**config.mk**
```make
export PLATFORM = sky130hd
export DESIGN_NAME = peripheral_expander_channel
export DESIGN_NICKNAME = d
export VERILOG_FILES = /design/src/hw/expander_pkg.sv /design/src/hw/peripheral_expander_channel.sv
export SDC_FILE = /design/constraint.sdc
export NUM_CORES = 1
export LEC_CHECK = 0
export ABC_AREA = 1
export ABC_CLOCK_PERIOD_IN_PS = 2200
export BUFFER_PORTS_ARGS = -buffer_cell sky130_fd_sc_hd__buf_2
export CORE_AREA = 2 2 88 90
export CTS_CLUSTER_SIZE = 8
export DETAILED_ROUTE_END_ITERATION = 12
export DIE_AREA = 0 0 90 92
export PLACE_DENSITY = 0.86
export SYNTH_ARGS = -nofsm -noshare
export SYNTH_HDL_FRONTEND = slang
export SYNTH_SLANG_ARGS = --single-unit
```
**constraint.sdc**
```tcl
create_clock -name sys_clk -period 2.2 [get_ports sys_clk]
set_input_delay 0.33 -clock sys_clk [delete_from_list [all_inputs] [get_ports sys_clk]]
set_output_delay 0.33 -clock sys_clk [all_outputs]
set_load 0.01 [all_outputs]
```
**src/hw/expander_pkg.sv**
```systemverilog
// constants for the peripheral expander channel
package expander_pkg;
   // function codes (octal as printed)
   localparam logic [3:0] FN_IDLE = 4'h0;
   localparam logic [3:0] FN_DIN_A = 4'h1;
   localparam logic [3:0] FN_DIN_B = 4'h2;
   localparam logic [3:0] FN_DIN_C = 4'h3;
   localparam logic [3:0] FN_BUSY_DONE = 4'h4;
   localparam logic [3:0] FN_LOAD_ADDR = 4'h5;
   localparam logic [3:0] FN_MASK_OUT = 4'h6;
   localparam logic [3:0] FN_INT_MODE = 4'h7;
   localparam logic [3:0] FN_READ_BUS = 4'h8;
   localparam logic [3:0] FN_STATUS1 = 4'h9;
   localparam logic [3:0] FN_STATUS2 = 4'hB;
   localparam logic [3:0] FN_DOUT_A = 4'hC;
   localparam logic [3:0] FN_DOUT_B = 4'hD;
   localparam logic [3:0] FN_DOUT_C = 4'hE;
   localparam logic [3:0] FN_CONTROL = 4'hF;
   // expander bus operation kinds
   localparam logic [2:0] OP_READ = 3'h0;
   localparam logic [2:0] OP_WRITE = 3'h1;
   localparam logic [2:0] OP_POLL = 3'h2;
   localparam logic [2:0] OP_MASK = 3'h3;
   localparam logic [2:0] OP_CONTROL = 3'h4;
   // status word fields
   localparam int ST_DMA = 7;
   localparam int ST_CHAN_IE = 8;
   localparam int ST_CTRL_IE = 9;
   localparam int ST_ACTIVE = 10;
   localparam int ST_BUSY = 11;
   localparam int ST_DONE = 12;
   localparam int ST_CONTROLLER_IRQ_REQUEST = 13;
   localparam int ST_SELECTED_DEVICE_BUSY = 14;
   localparam int ST_SELECTED_DEVICE_DONE = 15;
   // timing
   localparam int CLK_PERIOD_NS = 8;
   localparam int BUS_DELAY_NS = 1000;
   localparam int BUS_DELAY_CYC = (BUS_DELAY_NS + CLK_PERIOD_NS - 1) / CLK_PERIOD_NS;
   localparam logic [7:0] BUS_DELAY_LAST = 8'(BUS_DELAY_CYC - 1);
   localparam logic [15:0] RESET_WORD = 16'h0000;
   localparam logic [5:0] RESET_ADDR = 6'h00;
endpackage : expander_pkg

```
**src/hw/peripheral_expander_channel.sv**
```systemverilog
// peripheral expander channel: function decode, flags, expander bus sequencing
`timescale 1ns/1ps
module peripheral_expander_channel
   import expander_pkg::*;
(
   // clock and reset
   input wire logic sys_clk,
   input wire logic nrst,
   // function requests from the io processor
   input wire logic expander_function,
   input wire logic [3:0] func_code,
   input wire logic [15:0] accumulator,
   output logic [15:0] read_data,
   output logic channel_irq,
   output logic dma_enable,
   // expander data bus
   input wire logic bus_free,
   input wire logic [15:0] bus_data_in,
   input wire logic [5:0] bus_irq_code,
   input wire logic controller_irq_request,
   input wire logic selected_device_busy,
   input wire logic selected_device_done,
   output logic bus_strobe,
   output logic [2:0] bus_op,
   output logic [1:0] bus_reg_sel,
   output logic [5:0] bus_address,
   output logic [15:0] bus_data_out,
   // control lines
   output logic ctl_start,
   output logic ctl_clear,
   output logic ctl_pulse,
   output logic controller_bus_reset
);
   typedef enum logic [1:0] {IDLE, ISSUED, WAIT_BUS, ON_BUS} phase_e;
   typedef struct packed {
      phase_e phase;
      logic [7:0] count;
      logic [2:0] op;
      logic [1:0] reg_sel;
      logic [15:0] out_word;
      logic [15:0] bus_word;
      logic [5:0] irq_code;
      logic [5:0] dev_addr;
      logic chan_ie;
      logic ctrl_ie;
      logic dma_en;
      logic busy;
      logic done;
      logic [15:0] rdata;
   } state_s;
   state_s st;
   state_s next_st;
   logic [15:0] status_common;
   logic is_delayed;
   always_comb begin
      status_common = RESET_WORD;
      status_common[ST_DMA] = st.dma_en;
      status_common[ST_CHAN_IE] = st.chan_ie;
      status_common[ST_CTRL_IE] = st.ctrl_ie;
      status_common[ST_ACTIVE] = (st.phase != IDLE);
      status_common[ST_BUSY] = st.busy;
      status_common[ST_DONE] = st.done;
      status_common[ST_CONTROLLER_IRQ_REQUEST] = controller_irq_request;
      status_common[ST_SELECTED_DEVICE_BUSY] = selected_device_busy;
      status_common[ST_SELECTED_DEVICE_DONE] = selected_device_done;
   end
   always_comb begin
      case (func_code)
         FN_DIN_A, FN_DIN_B, FN_DIN_C, FN_BUSY_DONE, FN_MASK_OUT,
         FN_DOUT_A, FN_DOUT_B, FN_DOUT_C, FN_CONTROL: is_delayed = 1'b1;
         default: is_delayed = 1'b0;
      endcase
   end
   always_comb begin
      next_st = st;
      case (st.phase)
         ISSUED: begin
            // flags move one clock after issue
            next_st.busy = 1'b1;
            next_st.done = 1'b0;
            next_st.phase = WAIT_BUS;
         end
         WAIT_BUS: begin
            if (bus_free) begin
               next_st.phase = ON_BUS;
               next_st.count = BUS_DELAY_LAST;
            end
         end
         ON_BUS: begin
            // a fixed 1 us bus cycle paces one parcel per microsecond
            if (st.count == 8'h00) begin
               next_st.phase = IDLE;
               next_st.busy = 1'b0;
               next_st.done = 1'b1;
               if (st.op == OP_READ) begin
                  next_st.bus_word = bus_data_in;
               end
               if (st.op == OP_POLL) begin
                  next_st.irq_code = bus_irq_code;
               end
            end else begin
               next_st.count = st.count - 8'h01;
            end
         end
         default: next_st.phase = IDLE;
      endcase
      if (expander_function) begin
         // a delayed request overlapping the previous one is the processor's fault
         if (is_delayed && st.phase == IDLE) begin
            next_st.phase = ISSUED;
            next_st.out_word = accumulator;
            next_st.reg_sel = 2'(func_code[1:0]);
         end
         case (func_code)
            FN_IDLE: begin
               // a flag set by the sequence in this same cycle wins over the clear
               if (st.phase != ISSUED) begin
                  next_st.busy = 1'b0;
               end
               if (!(st.phase == ON_BUS && st.count == 8'h00)) begin
                  next_st.done = 1'b0;
               end
               next_st.chan_ie = 1'b0;
               next_st.dma_en = 1'b0;
            end
            FN_DIN_A, FN_DIN_B, FN_DIN_C: next_st.op = OP_READ;
            FN_BUSY_DONE: next_st.op = OP_POLL;
            FN_LOAD_ADDR: next_st.dev_addr = accumulator[5:0];
            FN_MASK_OUT: next_st.op = OP_MASK;
            FN_INT_MODE: begin
               next_st.chan_ie = accumulator[0];
               next_st.ctrl_ie = accumulator[1];
            end
            FN_READ_BUS: next_st.rdata = st.bus_word;
            FN_STATUS1: next_st.rdata = {status_common[15:6], st.irq_code};
            FN_STATUS2: next_st.rdata = {status_common[15:6], st.dev_addr};
            FN_DOUT_A, FN_DOUT_B, FN_DOUT_C: begin
               next_st.op = OP_WRITE;
               next_st.reg_sel = 2'(func_code - FN_DOUT_A);
            end
            FN_CONTROL: next_st.op = OP_CONTROL;
            default: ;
         endcase
         if (!(is_delayed && st.phase == IDLE)) begin
            next_st.op = st.op;
            next_st.reg_sel = st.reg_sel;
         end
      end
   end
   always_ff @(posedge sys_clk or negedge nrst) begin
      if (!nrst) begin
         st <= '{phase: IDLE, count: 8'h00, op: OP_READ, reg_sel: 2'h0,
                 out_word: RESET_WORD, bus_word: RESET_WORD, irq_code: RESET_ADDR,
                 dev_addr: RESET_ADDR, chan_ie: 1'b0, ctrl_ie: 1'b0, dma_en: 1'b0,
                 busy: 1'b0, done: 1'b0, rdata: RESET_WORD};
      end else begin
         st <= next_st;
      end
   end
   logic on_bus;
   assign on_bus = (st.phase == ON_BUS);
   assign read_data = st.rdata;
   assign dma_enable = st.dma_en;
   assign channel_irq = (st.done & st.chan_ie) | (controller_irq_request & st.ctrl_ie);
   assign bus_strobe = on_bus;
   assign bus_op = st.op;
   assign bus_reg_sel = st.reg_sel;
   assign bus_address = st.dev_addr;
   assign bus_data_out = st.out_word;
   assign ctl_start = on_bus && st.op == OP_CONTROL && st.out_word[0];
   assign ctl_clear = on_bus && st.op == OP_CONTROL && st.out_word[1];
   assign ctl_pulse = on_bus && st.op == OP_CONTROL && st.out_word[2];
   assign controller_bus_reset = on_bus && st.op == OP_CONTROL && st.out_word[3];
endmodule : peripheral_expander_channel

```
Yosys cells after proc, flatten, opt, wreduce, memory -nomap -nowiden
Memory sizes are Yosys's and may differ from the RTL's.
Index checks and enable logic that the tools add are counted.
W data, S select, Z words.
{"block": "classes", "addsub": 2, "eq_ne": 22, "n_mux": 18, "bitwise_logic": 3, "n_reduce_logical": 29}
{"cell": "$pmux W16 S3", "count": 1}
{"cell": "$mux W18", "count": 2}
{"cell": "$eq A4 B4 Y1 const B", "count": 7}
{"cell": "$eq A4 B3 Y1 const B", "count": 4}
{"cell": "$pmux W8 S2", "count": 1}
{"cell": "$pmux W3 S5", "count": 1}
{"cell": "$reduce_and A3 Y1", "count": 5}
{"cell": "$mux W2", "count": 6}
{"cell": "$mux W10", "count": 1}
{"cell": "$reduce_and A2 Y1", "count": 5}
{"cell": "$eq A4 B2 Y1 const B", "count": 2}
{"cell": "$logic_not A8 Y1", "count": 1}
{"cell": "$mux W8", "count": 1}
{"cell": "$reduce_bool A2 Y1", "count": 4}
{"cell": "$sub A8 B1 Y8 const B", "count": 1}
{"cell": "$logic_and A1 B1 Y1", "count": 7}
{"cell": "$pmux W2 S3", "count": 1}
{"cell": "$reduce_or A3 Y1", "count": 2}
{"cell": "$reduce_bool A5 Y1", "count": 1}
{"cell": "$eq A2 B2 Y1 const B", "count": 2}
{"cell": "$eq A4 B1 Y1 const B", "count": 1}
{"cell": "$logic_not A4 Y1", "count": 1}
{"cell": "$ne A2 B2 Y1 const B", "count": 2}
{"cell": "$pmux W2 S2", "count": 1}
{"cell": "other kinds (12)", "count": 14}
{"block": "totals", "ff_bits": 79, "romBits": 16, "in_bits": 49, "output_inout_bits": 50, "word_cells": 88, "mem_count": 1}
{"memory": "(no name shown)", "words": 16, "word_bits": 1, "read_ports": 1, "rd_ports_with_merged_regs": 0, "wr": 0, "line": "peripheral_expander_channel.sv:68", "rtl": "case (func_code)"}

Logic depth before layout (Yosys ltp)
Gate-level depths: netlist of the first run.
{"block": "depth", "word_depth": 6, "depth_mapped": 10, "depth_no_buf": 10}

Least setup slack after synthesis of the first run
OpenSTA, ideal clock, no wires.
{"block": "synth_timing", "path_kind": "register to register", "from": "register st[70] (netlist name)", "to": "register st[77] (netlist name)", "setup_time_ps": 118, "arrival_time_ps": 1310, "required_time_ps": 2082, "path_slack_ps": 772, "path_stages_with_launch": 11, "n_path_buf": 0, "period_less_slack_ps": 1428, "cell_sequence": "dfrtp_1 -> inv_1 -> ha_1 -> nand2_1 -> inv_1 -> nand2_1 -> nor2_1 -> nor2_1 -> inv_1 -> nand2_1 -> nand2_1"}
{"block": "synth_between", "elab_chain_len": 3, "word_cells_on_any_way": 6, "classes_between": "add/sub: 1; eq/ne: 1; mux: 2; reduce/logical: 2"}
{"item": "start: declaration", "line": "peripheral_expander_channel.sv:51", "rtl": "state_s st;"}
{"item": "start signal: assignment", "line": "peripheral_expander_channel.sv:152", "rtl": "st <= '{phase: IDLE, count: 8'h00, op: OP_READ, reg_sel: 2'h0,"}
{"item": "start signal: assignment", "line": "peripheral_expander_channel.sv:157", "rtl": "st <= next_st;"}
{"item": "$sub A8 B1 Y8 or $logic_not A8 Y1 (tied branches)", "line": "peripheral_expander_channel.sv:102, peripheral_expander_channel.sv:91"}
{"item": "$mux W8 or $ne A2 B2 Y1 (tied branches)"}
{"item": "$pmux W8 S2 or $reduce_and A3 Y1 (tied branches)"}
Several ways; a longest one is shown, not always the timed one. The select of a mux whose other input is x is not followed.
A chain may end at the register's enable or synchronous reset.

Worst setup path after layout of the first run
{"block": "layout_timing", "from": "register st[79] (netlist name)", "to": "output port ctl_start"}
{"block": "layout_between", "elab_chain_len": 3}
{"item": "$eq A2 B2 Y1", "line": "peripheral_expander_channel.sv:161", "rtl": "assign on_bus = (st.phase == ON_BUS);"}
{"item": "$logic_and A1 B1 Y1 (2 in a row)", "line": "peripheral_expander_channel.sv:170", "rtl": "assign ctl_start = on_bus && st.op == OP_CONTROL && st.out_word[0];"}
{"item": "end: declaration", "line": "peripheral_expander_channel.sv:29", "rtl": "output logic ctl_start,"}
No other way between the ends.

==> impl_metrics.yaml, run 1 <==
yosys:
  ys_ff_latch: 79
  synthCells: 478
  synthSimpleGateAreaFrac: 0.257
  synthMostInstantiatedCell: "nand2_1"
  syn-cell-area_sq_um: 3930
  synth_edf_count: 0
  synthTopCellsByArea: "dfrtp_1, nand2_1, buf_4, o21ai_0, nand3_1"
  syn_area_per_cell_sq_um: 8.22
  synth_xor_area_frac: 0.00669
  yosysTopAreaCellShare: 0.503
  synth_nets: 529
  synthAdderAreaFrac: 0.00637
  synth-main-ff-cell: "dfrtp_1"
  synth_top_area_cell: "dfrtp_1"
  ys.warnings.count: 0
  yosys-top-cells-count: "nand2_1, dfrtp_1, buf_4, o21ai_0"
  ys_types: 32
  synth_mux_area_frac: 0
  ys_seq_area_frac: 0.503
  synth-compound-area-share: 0.0821
  async_flop_share: 1.00
  synth_top_family_by_area: "simple AND/OR/NAND/NOR gates"
drt:
  first_pass_iters: 4
  drc: 0
  drt_first_iter_violations: 221
  ant_nets: 0
  viasPerCell: 5.04
  finalWirelength_microns: 8690
  vias: 3239
  wl_per_cell_microns: 13.5
power:
  ir_drop_uv: 532
  cellInternalPower_w: 0.00292
  pwr-share-clk: 0.248
  power_density_nw_per_um2: 1020
  p_switching_w: 0.00159
  p_leak_nw: 2.29
  p_comb_frac: 0.275
  power_w: 0.00451
  netSwitchingFraction: 0.352
  pwr-share-seq: 0.478
layout:
  n_fill_cell: 673
  antennaDiodeCount: 0
  multiInputGateArea_sq_um: 1390
  layout.area.seq_sq_um: 1980
  drive_above_1_share: 0.237
  finish.utilization: 0.591
  fin_nets: 587
  area_growth_pct: 12.0
  fin_cells: 643
clocking:
  clkLatencyLatePin_ns: 0.36
  cts_resized: 0
  ctsHoldBuffers: 1
  root_buffer: "clkbuf_8"
  cts_buffer_depth: 2
  cts_sinks: 79
  cts_max_level: 3
  cts_tree: "done"
  cts_buffers: 9
  clk_pin_slew_worst_paths_ns: 0.09
  post_cts_buffers: 0
setup_path:
  critPathKind: "flop to primary output"
  cpMaxStageDelayCell: "dfrtp_1"
  start_kind: "flop"
  r2r_end: "st[77]"
  endpoint_kind: "primary output"
  rr_startpoint: "st[70]"
  cp.required_ns: 1.87
  worstSetupPathDepth: 5
  path_cells: "nand2_4 > inv_1 > nand3b_1 > nor2_1 > buf_2"
  crit_family: "flip-flops"
  worstPathBufferInverterCount: 2
  reg2regPathDepth: 10
  crit_start: "st[79]"
  max_stage_delay_ns: 0.52
  crit_fanout: 7
  cp_data_arrival_time_ns: 1.63
  critPathCapture: "ctl_start"
  r2r_slack_ns: 0.46
timing:
  tightest_slew_ns: 0.622
  max_freq_mhz: 511
  holdWs_ns: 0.200
  finalCritPeriodShare: 0.889
  setup_tns_ns: 0
  min_period_ns: 1.96
  slew-limit-headroom: 0.582
  setup_viol: 0
  hold_violations: 0
  skew_ns: 0.0178
  rsz0062_at_grt: "no"
  slew_viol_final: 0
place:
  dp_hpwl_microns: 6430
  gp_congestion: 0.819
  dp_cells: 626
  portBuffers: 97
die:
  core_area_sq_um: 7450
  start_util: 0.528
  die-area_sq_um: 8280
  die_h_microns: 92
  die_w_microns: 90
  num_rows: 32
  io_pins: 99
run:
  maxCapViolations: 0
global_route:
  grt_pass1_vias: 3101
  overflow: 0
  grt_max_degree: 80
  grt_pass1_wl_microns: 14500
  antenna_found_initial: 0
  track_usage: 0.221
run_status:
  status: "finished clean"
min_path:
  hold_path_class: "primary input to flop"
-- metrics by stage --
stage | worst slack, ns | cell area, sq um
after floorplan | 0.772 | 3930
after global placement | 0.640 | 4190
after detailed placement | 0.476 | 4190
after CTS | 0.246 | 4400
after global routing | 0.124 | 4400
final | 0.243 | 4400
-- cells in the final DEF, fill, tap and decap left out, types with 2 or more instances in the layout --
| master | count |
|---|---|
| nand2_1 | 142 |
| buf_2 | 96 |
| dfrtp_1 | 79 |
| o21ai_0 | 41 |
| inv_1 | 40 |
| nand3_1 | 40 |
| nor2_1 | 38 |
| clkbuf_8 | 10 |
| a21oi_1 | 9 |
| a31oi_1 | 8 |
| buf_4 | 5 |
| nand4_1 | 3 |
| nand2_4 | 2 |
| nor2_4 | 2 |
| xor2_1 | 2 |
| ha_1 | 2 |
| clkinvlp_4 | 2 |
-- power groups by stage --
stage | logic [W] | clock network, W | registers [W]
CTS | 0.00124 | 0.00112 | 0.00215
finish | 0.00124 | 0.00112 | 0.00215
global placement | 0.00117 | 0 | 0.00215
global route | 0.00140 | 0.00118 | 0.00221
floorplan | 0.00105 | 0 | 0.00209
detailed placement | 0.00124 | 0 | 0.00217
-- worst register-to-register path, cell delays in order (launching register included) --
cell,delay [ns]
dfrtp_1,0.39
inv_1,0.08
ha_1,0.22
nand2_1,0.08
inv_1,0.04
nand2_1,0.05
nor2_1,0.08
nor2_1,0.38
inv_1,0.18
nand2_1,0.09
nand2_1,0.05
-- kinds of logic after synthesis --
logic type	count (synthesis)
buffers and inverters	98
xor gates and xnor gates	3
AOI/OAI and AO/OA	61
adders and majority gates	2
and+or+nand+nor	234
other	1
DFF	79
-- final cells by class --
type / count / share of cell area
clock buffers: 10 / 0.0313
clock inverters: 6 / 0.0153
inverters: 42 / 0.0358
multi-input cells: 301 / 0.315
flip-flops and latches: 79 / 0.449
well taps: 102 / 0.0290
repair buffers: 103 / 0.125
-- state kept, by name, summed over array words and instances, names as in the netlist --
| name | cells |
|---|---|
| bus_reg_sel | 2 |
| st | 36 |
| bus_op | 3 |
| read_data | 16 |
| bus_data_out | 16 |
| bus_address | 6 |
-- how the worst min path moves through the flow --
stage | depth (start not counted) | start | to
final | 3 | accumulator[11] | bus_data_out[11]
after detailed placement | 2 | nrst | read_data[7]
after global routing | 3 | accumulator[10] | bus_data_out[10]
after floorplan | 0 | nrst | bus_address[0]
after CTS | 3 | accumulator[14] | bus_data_out[14]
after global placement | 2 | nrst | read_data[6]
-- per-layer routing --
layer,part of all wire,vias to the layer above,global-route usage
met5,0,-,0
met4,0.033,0,0.109
met3,0.064,28,0.0600
met2,0.48,106,0.358
met1,0.42,1517,0.276
li1,-,1588,-
No activity file was read; power rests on OpenSTA's default activity.
==> run 2, diff against run 1 <==
Settings changed: GPL_TIMING_DRIVEN set to 0, PLACE_DENSITY 0.86 to 0.81.
==> impl_metrics.yaml, run 2 (synthesized netlist as in run 1, its figures left out) <==
timing:
  tightest_slew_ns: 0.655
  slew_viol_final: 0
  rsz0062_at_grt: "no"
  skew_ns: 0.00919
  min_period_ns: 1.94
  hold_violations: 0
  max_freq_mhz: 515
  setup_tns_ns: 0
  slew-limit-headroom: 0.560
  setup_viol: 0
  finalCritPeriodShare: 0.883
layout:
  layout_commonest_cell: "nand2_1"
  largest_register_ffs: 36
  area_growth_pct: 22.0
  drive_above_1_share: 0.297
  antennaDiodeCount: 0
  n_fill_cell: 624
  fin_nets: 639
  finish.utilization: 0.644
  fin_area_sq_um: 4790
  layout_common_cells: "nand2_1, buf_2, dfrtp_1, buf_4, o21ai_0"
  largest_register: "st"
die:
  io_pins: 99
  start_util: 0.528
  die_w_microns: 90
  core_area_sq_um: 7450
  die_h_microns: 92
  num_rows: 32
  die-area_sq_um: 8280
setup_path:
  critPathKind: "flop to primary output"
  cp.required_ns: 1.87
  path_cells: "nand2_4 > inv_1 > nand3b_1 > nor2_1 > buf_2"
  start_kind: "flop"
  max_stage_delay_ns: 0.51
  rr_startpoint: "st[70]"
  crit_fanout: 6
  r2r_end: "st[77]"
  r2r_slack_ns: 0.47
  endpoint_kind: "primary output"
  reg2regPathDepth: 10
  cp_data_arrival_time_ns: 1.61
  cpMaxStageDelayCell: "dfrtp_1"
clocking:
  cts_resized: 0
  cts_tree: "done"
  clkLatencyLatePin_ns: 0.34
  ctsHoldBuffers: 1
  post_cts_buffers: 0
  root_buffer: "clkbuf_8"
  clk_pin_slew_worst_paths_ns: 0.08
  cts_sinks: 79
  cts_buffer_depth: 2
  cts_buffers: 9
  cts_max_level: 3
min_path:
  hold_depth: 3
  hold_path_class: "primary input to flop"
  min_to: "st[40]"
  worstHoldStart: "bus_data_in[7]"
drt:
  vias: 3379
  drt_first_iter_violations: 252
  ant_nets: 0
  wl_per_cell_microns: 12.7
  finalWirelength_microns: 8780
  drc: 0
  first_pass_iters: 5
  viasPerCell: 4.87
global_route:
  overflow: 0
  grt_pass1_wl_microns: 14400
  grt_max_degree: 54
  antenna_found_initial: 0
  track_usage: 0.216
  grt_pass1_vias: 3194
place:
  placed_cell_area_sq_um: 4570
  gp_congestion: 0.871
  dp_hpwl_microns: 6630
  portBuffers: 97
power:
  ir_drop_uv: 556
  power_density_nw_per_um2: 990
  p_leak_nw: 2.54
run_status:
  status: "finished clean"
run:
  maxCapViolations: 0
==> run 2: cell count changes in the layout (fill, tap and decap cells not counted), sizes merged <==
cell	delta
bufinv	+1
clkbuf	+3
buf	+49
clkinv	-1
inv	-1
==> run 2: routing by layer <==
metal	track usage	routed length (microns)
met1	0.276	3700
met4	0.0756	140
met5	0	0
met2	0.375	4430
met3	0.0353	516
==> run 2: report_power, final <==
| part | switching (W) | total (W) | internal (W) |
|---|---|---|---|
| registers | 0.000292 | 0.00216 | 0.00186 |
| logic | 0.000752 | 0.00145 | 0.000694 |
| clock network | 0.000513 | 0.00115 | 0.000635 |
==> run 2: layout make-up <==
cell class	count	area, sq um	area share
sequential	79	1980	0.412
multi-input combinational	301	1390	0.289
timing repair buffer	99	526	0.110
buffer	56	409	0.0853
inverter	42	158	0.0329
clock buffer	10	128	0.0266
tap	102	128	0.0266
clock inverter	5	83.8	0.0175
==> run 2: worst max-delay path: cells and delay by family, from the launching register on <==
family                 cells  cell delay (ns)
AND/OR/NAND/NOR            3             0.45
flip-flops                 1             0.51
buffers and inverters      2             0.31
==> run 2: worst max-delay path by stage <==
stage                 from            end  slack, ns  cells past startpoint
floorplan           st[70]         st[77]       0.77                     10
global placement      nrst  read_data[14]       0.29                      1
detailed placement  st[70]         st[77]       0.47                     10
CTS                 st[78]      ctl_clear       0.26                      5
global route        st[78]      ctl_start       0.15                      5
finish              st[78]      ctl_clear       0.26                      5
==> run 2: stage by stage <==
step                cells  power, W  worst slack, ns  hold slack [ns]
floorplan             478   0.00313            0.772           0.0344
global placement      677   0.00355            0.290            0.455
detailed placement    678   0.00362            0.473            0.275
CTS                   694   0.00477            0.263            0.212
global route          694   0.00507            0.150            0.210
finish                694   0.00475            0.257            0.214
